[src/rtl/gpp_params.svh]
// timing constants and reset values for the pulse/debounce port
// assumes a 100 MHz system clock
`ifndef GPP_PARAMS_SVH
`define GPP_PARAMS_SVH

`define GPP_CLK_HZ 100000000
`define GPP_MIN_PULSE_MS 50
`define GPP_TOGGLE_MS 20
`define GPP_CONT_HZ 24
// least width rounds down, exact here
`define GPP_MIN_PULSE_CYC ((`GPP_CLK_HZ / 1000) * `GPP_MIN_PULSE_MS)
`define GPP_TOGGLE_CYC ((`GPP_CLK_HZ / 1000) * `GPP_TOGGLE_MS)
// half period of the continuous toggle, rounded down
`define GPP_CONT_HALF_CYC (`GPP_CLK_HZ / (2 * `GPP_CONT_HZ))
`define GPP_OUT_RST 8'h00
`define GPP_RSVD_MASK 8'h0f

`endif

[src/rtl/gpp_pkg.sv]
// types shared by the pulse/debounce port
// assumes the params header defines the numbers
`default_nettype none

package gpp_pkg;

  // per-output software command
  typedef enum logic [2:0] {
    GPP_CMD_NONE = 3'h0,
    GPP_CMD_FALL = 3'h1,
    GPP_CMD_RISE = 3'h2,
    GPP_CMD_TOG = 3'h3,
    GPP_CMD_CONT = 3'h4
  } gpp_cmd_t;

  // per-output mode, one-hot
  typedef enum logic [2:0] {
    GPP_M_STEADY = 3'h1,
    GPP_M_PULSE = 3'h2,
    GPP_M_CONT = 3'h4
  } gpp_mode_t;

  // command strobe with its target
  typedef struct packed {
    logic valid;
    logic [2:0] chan;
    gpp_cmd_t cmd;
  } gpp_req_t;

endpackage

`default_nettype wire

[src/rtl/gpp_port.sv]
// eight filtered macro trigger inputs and eight commanded outputs
// assumes inputs synchronous to CLK; one command per cycle
`timescale 1ns/1ps
`include "gpp_params.svh"
`default_nettype none

module gpp_port
  import gpp_pkg::*;
#(
  parameter int NCH = 8,
  parameter int MIN_PULSE_CYC = `GPP_MIN_PULSE_CYC,
  parameter int TOGGLE_CYC = `GPP_TOGGLE_CYC,
  parameter int CONT_HALF_CYC = `GPP_CONT_HALF_CYC,
  parameter bit RSVD_VARIANT = 1'b0,
  parameter bit SLEEP_VARIANT = 1'b0,
  parameter int SLEEP_ENTER_CH = 0,
  parameter int SLEEP_EXIT_CH = 1
)
(
  input wire logic CLK,
  input wire logic RST,
  input wire logic CE,
  input wire logic [NCH-1:0] TRIG_IN,
  input wire gpp_req_t CMD,
  input wire logic SLEEP,
  input wire logic POWER_OFF,
  output logic [NCH-1:0] TRIG_EVENT,
  output logic [NCH-1:0] OUT_LEVEL,
  output logic [NCH-1:0] OUT_OE,
  output logic SLEEP_ENTER_REQ,
  output logic SLEEP_EXIT_REQ
);

  localparam int CW = $clog2(MIN_PULSE_CYC + 1);
  localparam int TW = $clog2(TOGGLE_CYC + CONT_HALF_CYC + 1);
  localparam logic [NCH-1:0] RSVD = RSVD_VARIANT ?
    NCH'(`GPP_RSVD_MASK) : '0;

  // ------------------------------------------------------------
  // input pulse filter
  // ------------------------------------------------------------
  logic [CW-1:0] width_q [NCH];
  logic [NCH-1:0] fired_q;
  logic [NCH-1:0] event_q;

  // per-channel width counter; event once per pulse, at the limit
  // independent filters
  always_ff @(posedge CLK or posedge RST)
  begin
    if (RST)
    begin
      for (int i = 0; i < NCH; i++)
        width_q[i] <= '0;
      fired_q <= '0;
      event_q <= '0;
    end
    else if (CE)
    begin
      for (int i = 0; i < NCH; i++)
      begin
        event_q[i] <= 1'b0;
        if (!TRIG_IN[i])
        begin
          width_q[i] <= '0;
          fired_q[i] <= 1'b0;
        end
        else if (!fired_q[i])
        begin
          if (width_q[i] == CW'(MIN_PULSE_CYC - 1))
          begin
            fired_q[i] <= 1'b1;
            event_q[i] <= 1'b1;
          end
          width_q[i] <= width_q[i] + 1'b1;
        end
      end
    end
  end

  assign TRIG_EVENT = event_q;

  // ------------------------------------------------------------
  // sleep requests from fixed macros
  // ------------------------------------------------------------
  logic sleep_ent_q;
  logic sleep_ext_q;

  // sleep via port only on one variant
  always_ff @(posedge CLK or posedge RST)
  begin
    if (RST)
    begin
      sleep_ent_q <= 1'b0;
      sleep_ext_q <= 1'b0;
    end
    else if (CE)
    begin
      sleep_ent_q <= SLEEP_VARIANT && event_q[SLEEP_ENTER_CH];
      sleep_ext_q <= SLEEP_VARIANT && event_q[SLEEP_EXIT_CH];
    end
  end

  assign SLEEP_ENTER_REQ = sleep_ent_q;
  assign SLEEP_EXIT_REQ = sleep_ext_q;

  // ------------------------------------------------------------
  // output command engine
  // ------------------------------------------------------------
  logic [NCH-1:0] lvl_q;
  logic [NCH-1:0] base_q;
  logic [NCH-1:0] oe_q;
  gpp_mode_t mode_q [NCH];
  logic [TW-1:0] tmr_q [NCH];

  // command addressed to channel i and not reserved
  function automatic logic hit(input gpp_req_t r, input int i);
    hit = r.valid && (int'(r.chan) == i) && !RSVD[i];
  endfunction

  // one process owns level, mode and timer; a command wins over timers
  always_ff @(posedge CLK or posedge RST)
  begin
    if (RST)
    begin
      lvl_q <= NCH'(`GPP_OUT_RST);
      base_q <= NCH'(`GPP_OUT_RST);
      oe_q <= '0;
      for (int i = 0; i < NCH; i++)
      begin
        mode_q[i] <= GPP_M_STEADY;
        tmr_q[i] <= '0;
      end
    end
    else if (CE)
    begin
      for (int i = 0; i < NCH; i++)
      begin
        if (SLEEP || POWER_OFF)
        begin
          oe_q[i] <= 1'b0;
          mode_q[i] <= GPP_M_STEADY;
          tmr_q[i] <= '0;
        end
        else if (hit(CMD, i))
        begin
          case (CMD.cmd)
            GPP_CMD_FALL:
            begin
              lvl_q[i] <= 1'b0;
              base_q[i] <= 1'b0;
              oe_q[i] <= 1'b1;
              mode_q[i] <= GPP_M_STEADY;
            end
            GPP_CMD_RISE:
            begin
              lvl_q[i] <= 1'b1;
              base_q[i] <= 1'b1;
              oe_q[i] <= 1'b1;
              mode_q[i] <= GPP_M_STEADY;
            end
            // single pulse from the settled level
            GPP_CMD_TOG:
            begin
              base_q[i] <= (mode_q[i] == GPP_M_PULSE) ? base_q[i] : lvl_q[i];
              lvl_q[i] <= (mode_q[i] == GPP_M_PULSE) ? ~base_q[i] : ~lvl_q[i];
              oe_q[i] <= 1'b1;
              mode_q[i] <= GPP_M_PULSE;
              tmr_q[i] <= TW'(TOGGLE_CYC - 1);
            end
            GPP_CMD_CONT:
            begin
              if (mode_q[i] != GPP_M_CONT)
              begin
                lvl_q[i] <= ~lvl_q[i];
                oe_q[i] <= 1'b1;
                mode_q[i] <= GPP_M_CONT;
                tmr_q[i] <= TW'(CONT_HALF_CYC - 1);
              end
            end
            default:
            begin
              mode_q[i] <= mode_q[i];
            end
          endcase
        end
        else
        begin
          case (mode_q[i])
            GPP_M_PULSE:
            begin
              if (tmr_q[i] == '0)
              begin
                lvl_q[i] <= base_q[i];
                mode_q[i] <= GPP_M_STEADY;
              end
              else
                tmr_q[i] <= tmr_q[i] - 1'b1;
            end
            GPP_M_CONT:
            begin
              if (tmr_q[i] == '0)
              begin
                lvl_q[i] <= ~lvl_q[i];
                tmr_q[i] <= TW'(CONT_HALF_CYC - 1);
              end
              else
                tmr_q[i] <= tmr_q[i] - 1'b1;
            end
            GPP_M_STEADY:
            begin
              tmr_q[i] <= '0;
            end
            default:
            begin
              mode_q[i] <= GPP_M_STEADY;
            end
          endcase
        end
      end
    end
  end

  // released lines keep their last level on OUT_LEVEL; the pull sets the wire
  assign OUT_LEVEL = lvl_q;
  assign OUT_OE = oe_q;

  // ------------------------------------------------------------
  // checks, one set per channel plus two port-wide ones
  // ------------------------------------------------------------
  // every channel is watched, so reserved ones are checked as well
  for (genvar g = 0; g < NCH; g++)
  begin : g_chk
    property p_filter_min;
      @(posedge CLK) disable iff (RST)
      $rose(event_q[g]) |-> $past(TRIG_IN[g]) && !$past(fired_q[g]);
    endproperty
    a_filter_min: assert property (p_filter_min)
      else $error("event without filtered pulse");

    property p_event_pulse;
      @(posedge CLK) disable iff (RST)
      event_q[g] && CE |=> !event_q[g];
    endproperty
    a_event_pulse: assert property (p_event_pulse)
      else $error("event longer than one cycle");

    property p_fall;
      @(posedge CLK) disable iff (RST)
      CE && !SLEEP && !POWER_OFF && hit(CMD, g) && CMD.cmd == GPP_CMD_FALL
      |=> !lvl_q[g] && oe_q[g] && mode_q[g] == GPP_M_STEADY;
    endproperty
    a_fall: assert property (p_fall)
      else $error("fall command did not drive low");

    property p_rise;
      @(posedge CLK) disable iff (RST)
      CE && !SLEEP && !POWER_OFF && hit(CMD, g) && CMD.cmd == GPP_CMD_RISE
      |=> lvl_q[g] && oe_q[g];
    endproperty
    a_rise: assert property (p_rise)
      else $error("rise command did not drive high");

    property p_tog;
      @(posedge CLK) disable iff (RST)
      CE && !SLEEP && !POWER_OFF && hit(CMD, g) && CMD.cmd == GPP_CMD_TOG
      && mode_q[g] == GPP_M_STEADY |=> lvl_q[g] != $past(lvl_q[g]);
    endproperty
    a_tog: assert property (p_tog)
      else $error("toggle did not invert");

    property p_rsvd;
      @(posedge CLK) disable iff (RST)
      RSVD[g] |-> oe_q[g] == 1'b0;
    endproperty
    a_rsvd: assert property (p_rsvd)
      else $error("reserved output driven");

    c_event: cover property (@(posedge CLK) disable iff (RST) event_q[g]);
    c_pulse: cover property (@(posedge CLK) disable iff (RST)
      mode_q[g] == GPP_M_PULSE);
    c_cont: cover property (@(posedge CLK) disable iff (RST)
      mode_q[g] == GPP_M_CONT);
    c_rel: cover property (@(posedge CLK) disable iff (RST)
      $fell(oe_q[g]));
  end

  property p_release;
    @(posedge CLK) disable iff (RST)
    CE && (SLEEP || POWER_OFF) |=> oe_q == '0;
  endproperty
  a_release: assert property (p_release)
    else $error("outputs not released");

  // a request only on the sleep variant and only right after its event
  property p_sleep_var;
    @(posedge CLK) disable iff (RST)
    $past(CE) && (sleep_ent_q || sleep_ext_q) |-> SLEEP_VARIANT
    && sleep_ent_q == $past(event_q[SLEEP_ENTER_CH])
    && sleep_ext_q == $past(event_q[SLEEP_EXIT_CH]);
  endproperty
  a_sleep_var: assert property (p_sleep_var)
    else $error("sleep request on wrong variant");

endmodule

`default_nettype wire

[config.mk]
export PLATFORM = sky130hd
export DESIGN_NAME = gpp_port
export DESIGN_NICKNAME = d
export VERILOG_FILES = /design/src/rtl/gpp_pkg.sv /design/src/rtl/gpp_port.sv
export VERILOG_INCLUDE_DIRS = /design/src /design/src/rtl
export SDC_FILE = /design/constraint.sdc
export NUM_CORES = 1
export LEC_CHECK = 0
export ABC_CLOCK_PERIOD_IN_PS = 12850
export BUFFER_PORTS_ARGS = -buffer_cell sky130_fd_sc_hd__buf_2
export CORE_ASPECT_RATIO = 1.75
export CORE_UTILIZATION = 45
export DETAILED_ROUTE_END_ITERATION = 7
export PLACE_DENSITY = 0.66
export SYNTH_ARGS = -nofsm -noshare
export SYNTH_HDL_FRONTEND = slang
export SYNTH_SLANG_ARGS = --single-unit
[constraint.sdc]
create_clock -name CLK -period 12.85 [get_ports CLK]
set_input_delay 0 -clock CLK [delete_from_list [all_inputs] [get_ports CLK]]
set_output_delay 0 -clock CLK [all_outputs]
set_load 0.02 [all_outputs]
==> Word-level counts from Yosys, hierarchy flattened <==
Cells that the tools add are included.
{ "totals": {"out_inout_bits": 26, "inputBits": 20, "ff_bits": 424, "wordCells": 604} }
{ "classes": {"addsub": 16, "bitwise_logic": 17, "n_reduce_logical": 102, "muxes": 264, "eq_ne": 155} }
{ "op_table": {"columns": ["cell", "n"], "rows": [
  ["two-way mux 22 bit", 40],
  ["case mux 22 bit (3 select lines)", 8],
  ["two-way mux 23 bit", 16],
  ["case mux 22 bit (2 select lines)", 8],
  ["adder 23 x 1 -> 23 bit, second input constant", 8],
  ["== test 23 bit, second input constant", 8],
  ["zero test 22 bit", 8],
  ["subtractor 22 x 1 -> 22 bit, second input constant", 8],
  ["AND reduction 5 bit", 24],
  ["two-way mux 1 bit", 112],
  ["two-way mux 3 bit", 32],
  ["!= test 3 bit, second input constant", 32],
  ["case mux 3 bit (3 select lines)", 8],
  ["!= test 4 bit, second input constant", 16],
  ["AND reduction 7 bit", 8],
  ["case mux 3 bit (2 select lines)", 8],
  ["!= test 5 x 1 -> 1 bit, second input constant", 8],
  ["!= test 5 x 3 -> 1 bit, second input constant", 8],
  ["nonzero test 5 bit", 8],
  ["== test 3 bit, second input constant", 13],
  ["== test 3 x 2 -> 1 bit, second input constant", 12],
  ["!= test 2 bit, second input constant", 16],
  ["!= test 4 x 2 -> 1 bit, second input constant", 8],
  ["!= test 4 x 3 -> 1 bit, second input constant", 8],
  ["16 further kinds", 129]
]} }

==> Longest topological paths before layout <==
Gate-level depths: netlist (run 1).
{ "logic_depth": {"ltp_word": 5, "depth_mapped": 11, "mapped_depth_nobuf": 8} }

==> Worst setup path before layout (run 1) <==
Ideal clock, no wire load.
{ "synth_path": {"path_kind": "register to register", "from": "reg tmr_q[154] (netlist bit)", "to": "reg tmr_q[171] (netlist bit)", "setup_ns": 0.121, "synth_period_minus_slack_ns": 2.829, "slack_ns": 10.021, "stages_incl_launch_ff": 10, "arrival_time_ns": 2.708, "path_buffers": 1, "cell_sequence": "dfrtp_1 > inv_1 > ha_1 > or3b_2 > or4_1 > o211a_1 > o41ai_4 > buf_4 > a21oi_1 > o22a_1"} }
{ "synth_via": {"elab_chain_cells": 5} }
{ "synth_rtl": {"columns": ["item", "line", "text"], "rows": [
  ["start: declaration", "gpp_port.sv:113", "logic [TW-1:0] tmr_q [NCH];"],
  ["start signal: indexed assignment", "gpp_port.sv:168", "tmr_q[i] <= TW'(TOGGLE_CYC - 1);"],
  ["start signal: indexed assignment", "gpp_port.sv:177", "tmr_q[i] <= TW'(CONT_HALF_CYC - 1);"],
  ["start signal: indexed assignment", "gpp_port.sv:197", "tmr_q[i] <= tmr_q[i] - 1'b1;"],
  ["subtractor 22 x 1 -> 22 bit / zero test 22 bit (equally long branches)", null, null],
  ["two-way mux 22 bit (on tied branches)", "gpp_port.sv:201, gpp_port.sv:191", null],
  ["case mux 22 bit (3 select lines)", "gpp_port.sv:188", "case (mode_q[i])"],
  ["two-way mux 22 bit", "gpp_port.sv:144", "else if (hit(CMD, i))"],
  ["two-way mux 22 bit", "gpp_port.sv:138", "if (SLEEP || POWER_OFF)"]
]} }
Several ways; a longest one is shown, not always the timed one. The select of a mux whose other input is x is not followed.
A chain may end at the register's enable or synchronous reset.

==> Worst setup path after layout (run 1) <==
{ "layout_path": {"from": "reg tmr_q[88] (netlist bit)", "to": "reg tmr_q[109] (netlist bit)"} }
The elaborated chain is that of the path after synthesis.

==> summary.txt, run 1 <==
Pwr
  – Int Power: 2.249 mW
  – Peak supply drop: 87.07 uV
  – Leakage power: 11.69 nW
  – NetSw: 0.8337 mW
  – Logic gate share of total power: 11.2%
  – Net Sw Frac: 27.04%
  – Sequential share of power: 45.4%
  – Power per cell area: 112.6 nW/um^2
  – Clock power share: 43.4%

Logic synthesis
  – Asr flop ratio synth: 100.0%
  – Post-synth cell types: 92
  – Synth Cell Area: 24940 um^2
  – Post-synth EDFFs: 0
  – Gate Count Post-Synth: 2924
  – Sequential fraction of the synthesis area: 42.59%
  – Avg Inst Size Synth: 8.528 um^2
  – YS warnings: 0
  – Yosys reg bits: 424
  – Top FF cell, synth: dfrtp_1

STA
  – RSZ-0062 raised after global routing: false
  – Final hold vios: 0
  – Worst slew pin tran: 1180 ps
  – # setup viols final: 0
  – Final Cycle Share: 27.07%
  – F_max: 287.5 MHz
  – Fin. max-slew vios: 0
  – Final hold slack: 51.40 ps
  – TNS Setup: 0 ps
  – Post-route minimum period: 3479 ps
  – Relative slew slack: 20.44%
  – Clock skew: 19.93 ps

Job
  – Max_cap viols: 0

Global route
  – GR Util All Layers: 23.78%
  – Antenna violations before repair: 3
  – Grt total ovfl: 0
  – First-pass GRT wire length: 112.3 mm
  – Number of global-route vias before repair: 22.79k
  – Largest net degree at the start of global routing: 150

Floorplanning
  – Die Y-Extent: 313.4 um
  – DIE AREA: 56400 um^2
  – Core Box Area: 54570 um^2
  – I/O pins: 46
  – DIE WIDTH: 179.9 um
  – Placement row count: 113
  – Initial Util: 45.69%

Cells and area
  – Share of cells above drive strength 1: 7.862%
  – Final nets: 2952
  – Area growth syn-to-layout: 9.789%

Routing
  – Drt pass-1 iters: 7
  – Vias per cell: 6.265
  – WL final: 67.89 mm
  – Routed WL per cell: 18.63 um
  – Iter 0 DRT Violations: 1712
  – Antenna Nets Post-Route: 0
  – Total number of vias: 22.82k
  – Detailed-route DRC error count: 6

Worst setup path
  – Slowest CP cell: nor3b_1
  – Crit. End Element: flop
  – WP data required: 13280 ps
  – R2r startpoint: tmr_q[88]
  – Cells along the critical path: inv_1, ha_1, nor3b_1, nand3_1, o31ai_1, o211a_1, or2_1, o31ai_1
  – R2R Setup Slk: 9370 ps
  – Critical path class: reg -> reg
  – Crit path largest cell delay: 630 ps
  – Critical path launch point type: flop
  – FF-to-FF End: tmr_q[109]
  – Max FO, Critical Path: 17
  – Most used cell along the critical path: o31ai_1
  – Critical path arrival: 3910 ps
  – Worst R2R Path Depth: 8

Placement
  – RD Place Congestion: 0.9007
  – Number of I/O port buffers: 43
  – HPWL after detailed placement: 47.32 mm

Clocking
  – H-tree Lvls: 2
  – TritonCTS clock tree: built
  – Clock Tree Buf Depth: 3
  – Number of buffers created by CTS: 44
  – Worst-skew pair later-pin latency: 590 ps
  – CTS sink cnt: 424
  – Setup Fix Bufs, Post-CTS: 0
  – Root Driver: clkbuf_16
  – Worst-path clk slew: 70 ps

Status
  – Outcome: complete, but fails checks
  – Failing checks: DRC

Hold path
  – Hold path cells: 4
  – Endpoint, Worst Hold: base_q[2]
  – Worst hold-check path type: in -> reg
  – HP Start: CMD[2]
==> metrics by stage <==
| step | std cells | util (%) | cell area, um^2 | setup WS (ps) | power [mW] |
|---|---|---|---|---|---|
| after floorplan | 2925 | - | 24940 | 1058 | 1.667 |
| after global placement | 3550 | 47.22 | 25770 | 9624 | 1.752 |
| after detailed placement | 3550 | 47.22 | 25770 | 9482 | 1.763 |
| after CTS | 3641 | 50.16 | 27370 | 9453 | 3.114 |
| after global routing | 3641 | 50.16 | 27370 | 9204 | 3.206 |
| final | 3643 | 50.17 | 27380 | 9371 | 3.083 |
==> cells in the mapped netlist, drive strengths merged, types with 55 or more instances <==
library cell / instances / area, um^2
nand2: 222 / 833.3
nand3: 104 / 520.5
dfrtp: 416 / 10410
nor3: 159 / 795.8
or3: 68 / 425.4
a21oi: 145 / 733.2
o21ai: 258 / 1303
inv: 90 / 337.8
nand4: 65 / 406.6
nor2: 384 / 1441
xor2: 86 / 753.2
a31oi: 55 / 344.1
clkbuf: 125 / 470.5
nor4: 60 / 381.6
xnor2: 66 / 578.1
==> kinds of logic after synthesis <==
group	after synthesis	synth area share, %
xor+xnor	152	5.339
mux	19	0.8129
other cells	1	0.01504
flops	424	42.59
compound gates	771	20.14
simple gates	1308	26.63
fa+ha+maj	16	0.8028
buf+inv	233	3.668
==> metal layers <==
layer  vias up  track usage, %  routed length [um]
met5         -               0                  17
met4         2           11.60                2694
met3       193           3.510                3456
met2       657           44.11               35150
met1     11230           26.44               26570
li1      10750               -                   -
==> critical path, delay by kind of cell, from the launching register on <==
family	cells	cell delay, ps
buffers and inverters	1	90
AOI/OAI and AO/OA	3	1110
DFF	1	420
adders and majority gates	1	220
and+or+nand+nor	3	1480
==> power groups by stage <==
| stage | combinational, mW | sequential [mW] | clock [mW] |
|---|---|---|---|
| 2_1_floorplan | 0.251 | 1.42 | 0 |
| 3_3_place_gp | 0.330 | 1.42 | 0 |
| 3_5_place_dp | 0.340 | 1.42 | 0 |
| 4_1_cts | 0.343 | 1.40 | 1.37 |
| 5_1_grt | 0.384 | 1.40 | 1.42 |
| 6_report | 0.346 | 1.40 | 1.34 |
==> area by class of cell <==
class / instances / area, um^2
Antenna cell: 2 / 5.005
Inverter: 90 / 345.3
Timing Repair Buffer: 88 / 590.6
Clock inverter: 15 / 180.2
Clock buffer: 66 / 1324
Multi-Input combinational cell: 2268 / 13450
Fill cell: 5138 / 27200
Tap cell: 690 / 863.3
Sequential cell: 424 / 10620
==> how the worst max path moves through the flow <==
stage	depth (start not counted)	slack [ps]	from	to
final	8	9370	tmr_q[88]	tmr_q[109]
after global routing	8	9200	tmr_q[88]	tmr_q[96]
after CTS	8	9450	tmr_q[88]	tmr_q[99]
after detailed placement	8	9480	tmr_q[88]	tmr_q[96]
after global placement	9	9620	tmr_q[154]	tmr_q[164]
after floorplan	1	1060	RST	OUT_LEVEL[0]
==> state kept, by name, indices dropped and copies added, names as in the netlist <==
| register | flops |
|---|---|
| mode_q | 24 |
| tmr_q | 176 |
| OUT_OE | 8 |
| fired_q | 8 |
| TRIG_EVENT | 8 |
| OUT_LEVEL | 8 |
| width_q | 184 |
| base_q | 8 |
==> what timing repair did <==
action / 4_1_cts / 5_1_grt
endpoints found under the hold margin: 330 / 0
hold buffers: 10 / 0
resized for setup: 0 / 0
==> cell usage in the layout, fill, tap and decap left out, drive strengths merged, types with 30 or more instances in the layout <==
cell	instances
xnor2	66
a31oi	55
nor4	60
xor2	86
and3	39
or4	37
nor3	159
nand4	65
a21oi	145
dfrtp	416
o21ai	258
nand3	104
clkbuf	66
o31ai	48
nor2	384
inv	92
or3	68
buf	78
nand2	222
nor3b	30
Note: power is estimated with default switching activity, not from simulation.
==> run 2: changes to the inputs <==
--- a/config.mk
+++ b/config.mk
@@ -6,7 +6,7 @@
 export SDC_FILE = /design/constraint.sdc
 export NUM_CORES = 1
 export LEC_CHECK = 0
-export ABC_CLOCK_PERIOD_IN_PS = 12850
+export ABC_CLOCK_PERIOD_IN_PS = 3500
 export BUFFER_PORTS_ARGS = -buffer_cell sky130_fd_sc_hd__buf_2
 export CORE_ASPECT_RATIO = 1.75
 export CORE_UTILIZATION = 45
==> constraint.sdc (replaced) <==
create_clock -name CLK -period 3.5 [get_ports CLK]
set_input_delay 0 -clock CLK [delete_from_list [all_inputs] [get_ports CLK]]
set_output_delay 0 -clock CLK [all_outputs]
set_load 0.02 [all_outputs]
==> summary.txt, run 2 (same netlist as run 1, synthesis figures left out) <==
Status
  – Outcome: complete, but fails checks
  – Failing checks: DRC

Floorplanning
  – Initial Util: 45.69%
  – Die Y-Extent: 313.4 um
  – Placement row count: 113
  – DIE AREA: 56400 um^2
  – I/O pins: 46
  – DIE WIDTH: 179.9 um
  – Core Box Area: 54570 um^2

Routing
  – Total number of vias: 23.21k
  – Vias per cell: 6.275
  – Routed WL per cell: 18.54 um
  – Detailed-route DRC error count: 6
  – Iter 0 DRT Violations: 1646
  – WL final: 68.59 mm
  – Drt pass-1 iters: 8
  – Antenna Nets Post-Route: 0

STA
  – Clock skew: 23.92 ps
  – Final hold slack: 54.14 ps
  – Final Cycle Share: 88.87%
  – # setup viols final: 0
  – Relative slew slack: 36.97%
  – Fin. max-slew vios: 0
  – RSZ-0062 raised after global routing: false
  – PnR worst setup slack: 389.6 ps
  – Post-route minimum period: 3110 ps
  – TNS Setup: 0 ps
  – Worst slew pin tran: 941.3 ps
  – Final hold vios: 0
  – F_max: 321.5 MHz

Pwr
  – Power per cell area: 408.7 nW/um^2
  – Peak supply drop: 352.9 uV
  – Power, Total: 11.37 mW
  – NetSw: 3.111 mW
  – Int Power: 8.255 mW
  – Leakage power: 11.92 nW
  – Net Sw Frac: 27.37%
  – Sequential share of power: 45.2%
  – Logic gate share of total power: 11.8%
  – Clock power share: 43.0%

Clocking
  – Number of buffers created by CTS: 43
  – CTS sink cnt: 424
  – Setup Fix Bufs, Post-CTS: 0
  – TritonCTS clock tree: built
  – H-tree Lvls: 2
  – Post-cts sizing count: 0
  – Root Driver: clkbuf_16
  – Clock Tree Buf Depth: 3
  – Worst-path clk slew: 60 ps
  – Worst-skew pair later-pin latency: 580 ps

Cells and area
  – Top flop regs: width_q x184, tmr_q x176, mode_q x24
  – Share of cells above drive strength 1: 9.381%
  – Most frequent cells in the layout: 416 x dfrtp_1, 383 x nor2_1, 254 x o21ai_0
  – Final instance area: 27810 um^2
  – Non-Filler Instances: 3699
  – Final nets: 3008
  – Biggest register: width_q
  – Most common cell after layout, fill and taps aside: dfrtp_1
  – Largest register FFs: 184
  – Area growth syn-to-layout: 11.54%
  – Finished Core Util: 50.96%

Placement
  – Area after DPL: 26180 um^2
  – Number of I/O port buffers: 43
  – HPWL after detailed placement: 48.31 mm
  – DP Worst Slack: 431.8 ps
  – RD Place Congestion: 0.9137
  – Placed cells: 3602

Worst setup path
  – FF-to-FF End: tmr_q[160]
  – WP data required: 3950 ps
  – Critical path class: reg -> reg
  – Max FO, Critical Path: 35
  – Crit. End Element: flop
  – R2R Setup Slk: 390 ps
  – Slowest CP cell: or4_1
  – Worst R2R Path Depth: 9
  – Critical path arrival: 3560 ps
  – Critical path launch point type: flop
  – R2r startpoint: tmr_q[154]
  – Cells along the critical path: inv_1, ha_1, or3b_2, or4_1, o211a_1, o41ai_4, buf_4, or2_2, o21ai_0
  – Crit path largest cell delay: 510 ps

Hold path
  – Hold path cells: 5
  – HP Start: POWER_OFF
  – Endpoint, Worst Hold: mode_q[3]
  – Worst hold-check path type: in -> reg

Global route
  – Number of global-route vias before repair: 23.02k
  – Grt total ovfl: 0
  – Antenna violations before repair: 6
  – First-pass GRT wire length: 114.0 mm
  – GR Util All Layers: 24.23%
  – Largest net degree at the start of global routing: 107

Job
  – Max_cap viols: 0
==> run 2: cell count changes in the layout (fill, tap and decap cells not counted), moves of 4 or more <==
cell           previous run  this run
buf_4                    34        84
clkbuf_8                 14         8
clkinvlp_4                0         6
dlygate4sd3_1            10        15
clkinv_2                  9         5
==> run 2: worst max path at each step <==
stage | start | endpoint | slack, ps | cells past startpoint
detailed placement | tmr_q[154] | tmr_q[160] | 430 | 9
global placement | tmr_q[154] | tmr_q[159] | 480 | 9
finish | tmr_q[154] | tmr_q[160] | 390 | 9
CTS | tmr_q[154] | tmr_q[160] | 410 | 9
floorplan | RST | OUT_LEVEL[0] | -2210 | 1
global route | tmr_q[154] | tmr_q[157] | 230 | 9
==> run 2: area by class of cell <==
cell class | instances | area, um^2
fillers | 5109 | 26760
inverters | 90 | 341.6
repair buffers | 145 | 1056
multi-input cells | 2268 | 13450
diodes | 3 | 7.507
well taps | 690 | 863.3
clock inverters | 19 | 234.0
flip-flops and latches | 424 | 10620
clock buffers | 60 | 1241
==> run 2: worst max-delay path: cells and delay by family (launching register included) <==
| family | cells | cell delay (ps) |
|---|---|---|
| AOI/OAI and AO/OA | 3 | 720 |
| DFF | 1 | 400 |
| buffers and inverters | 2 | 440 |
| and+or+nand+nor | 3 | 1220 |
| adders and majority gates | 1 | 190 |
==> run 2: power groups by stage <==
stage	combinational, mW	clock (mW)	sequential (mW)
finish	1.34	4.89	5.14
global route	1.49	5.19	5.15
CTS	1.33	5.02	5.13
detailed placement	1.31	0	5.22
global placement	1.28	0	5.22
floorplan	0.924	0	5.20
==> run 2: timing repair <==
| action | CTS | global route |
|---|---|---|
| endpoints found under the setup margin | 0 | 0 |
| hold buffers | 15 | 0 |
| endpoints found under the hold margin | 223 | 0 |
==> run 2: routing by layer <==
| layer | track usage, % | part of all wire [%] |
|---|---|---|
| met5 | 0 | 0.044 |
| met4 | 11.93 | 4.2 |
| met2 | 44.35 | 51 |
| met1 | 27.40 | 39 |
| met3 | 3.568 | 5.3 |
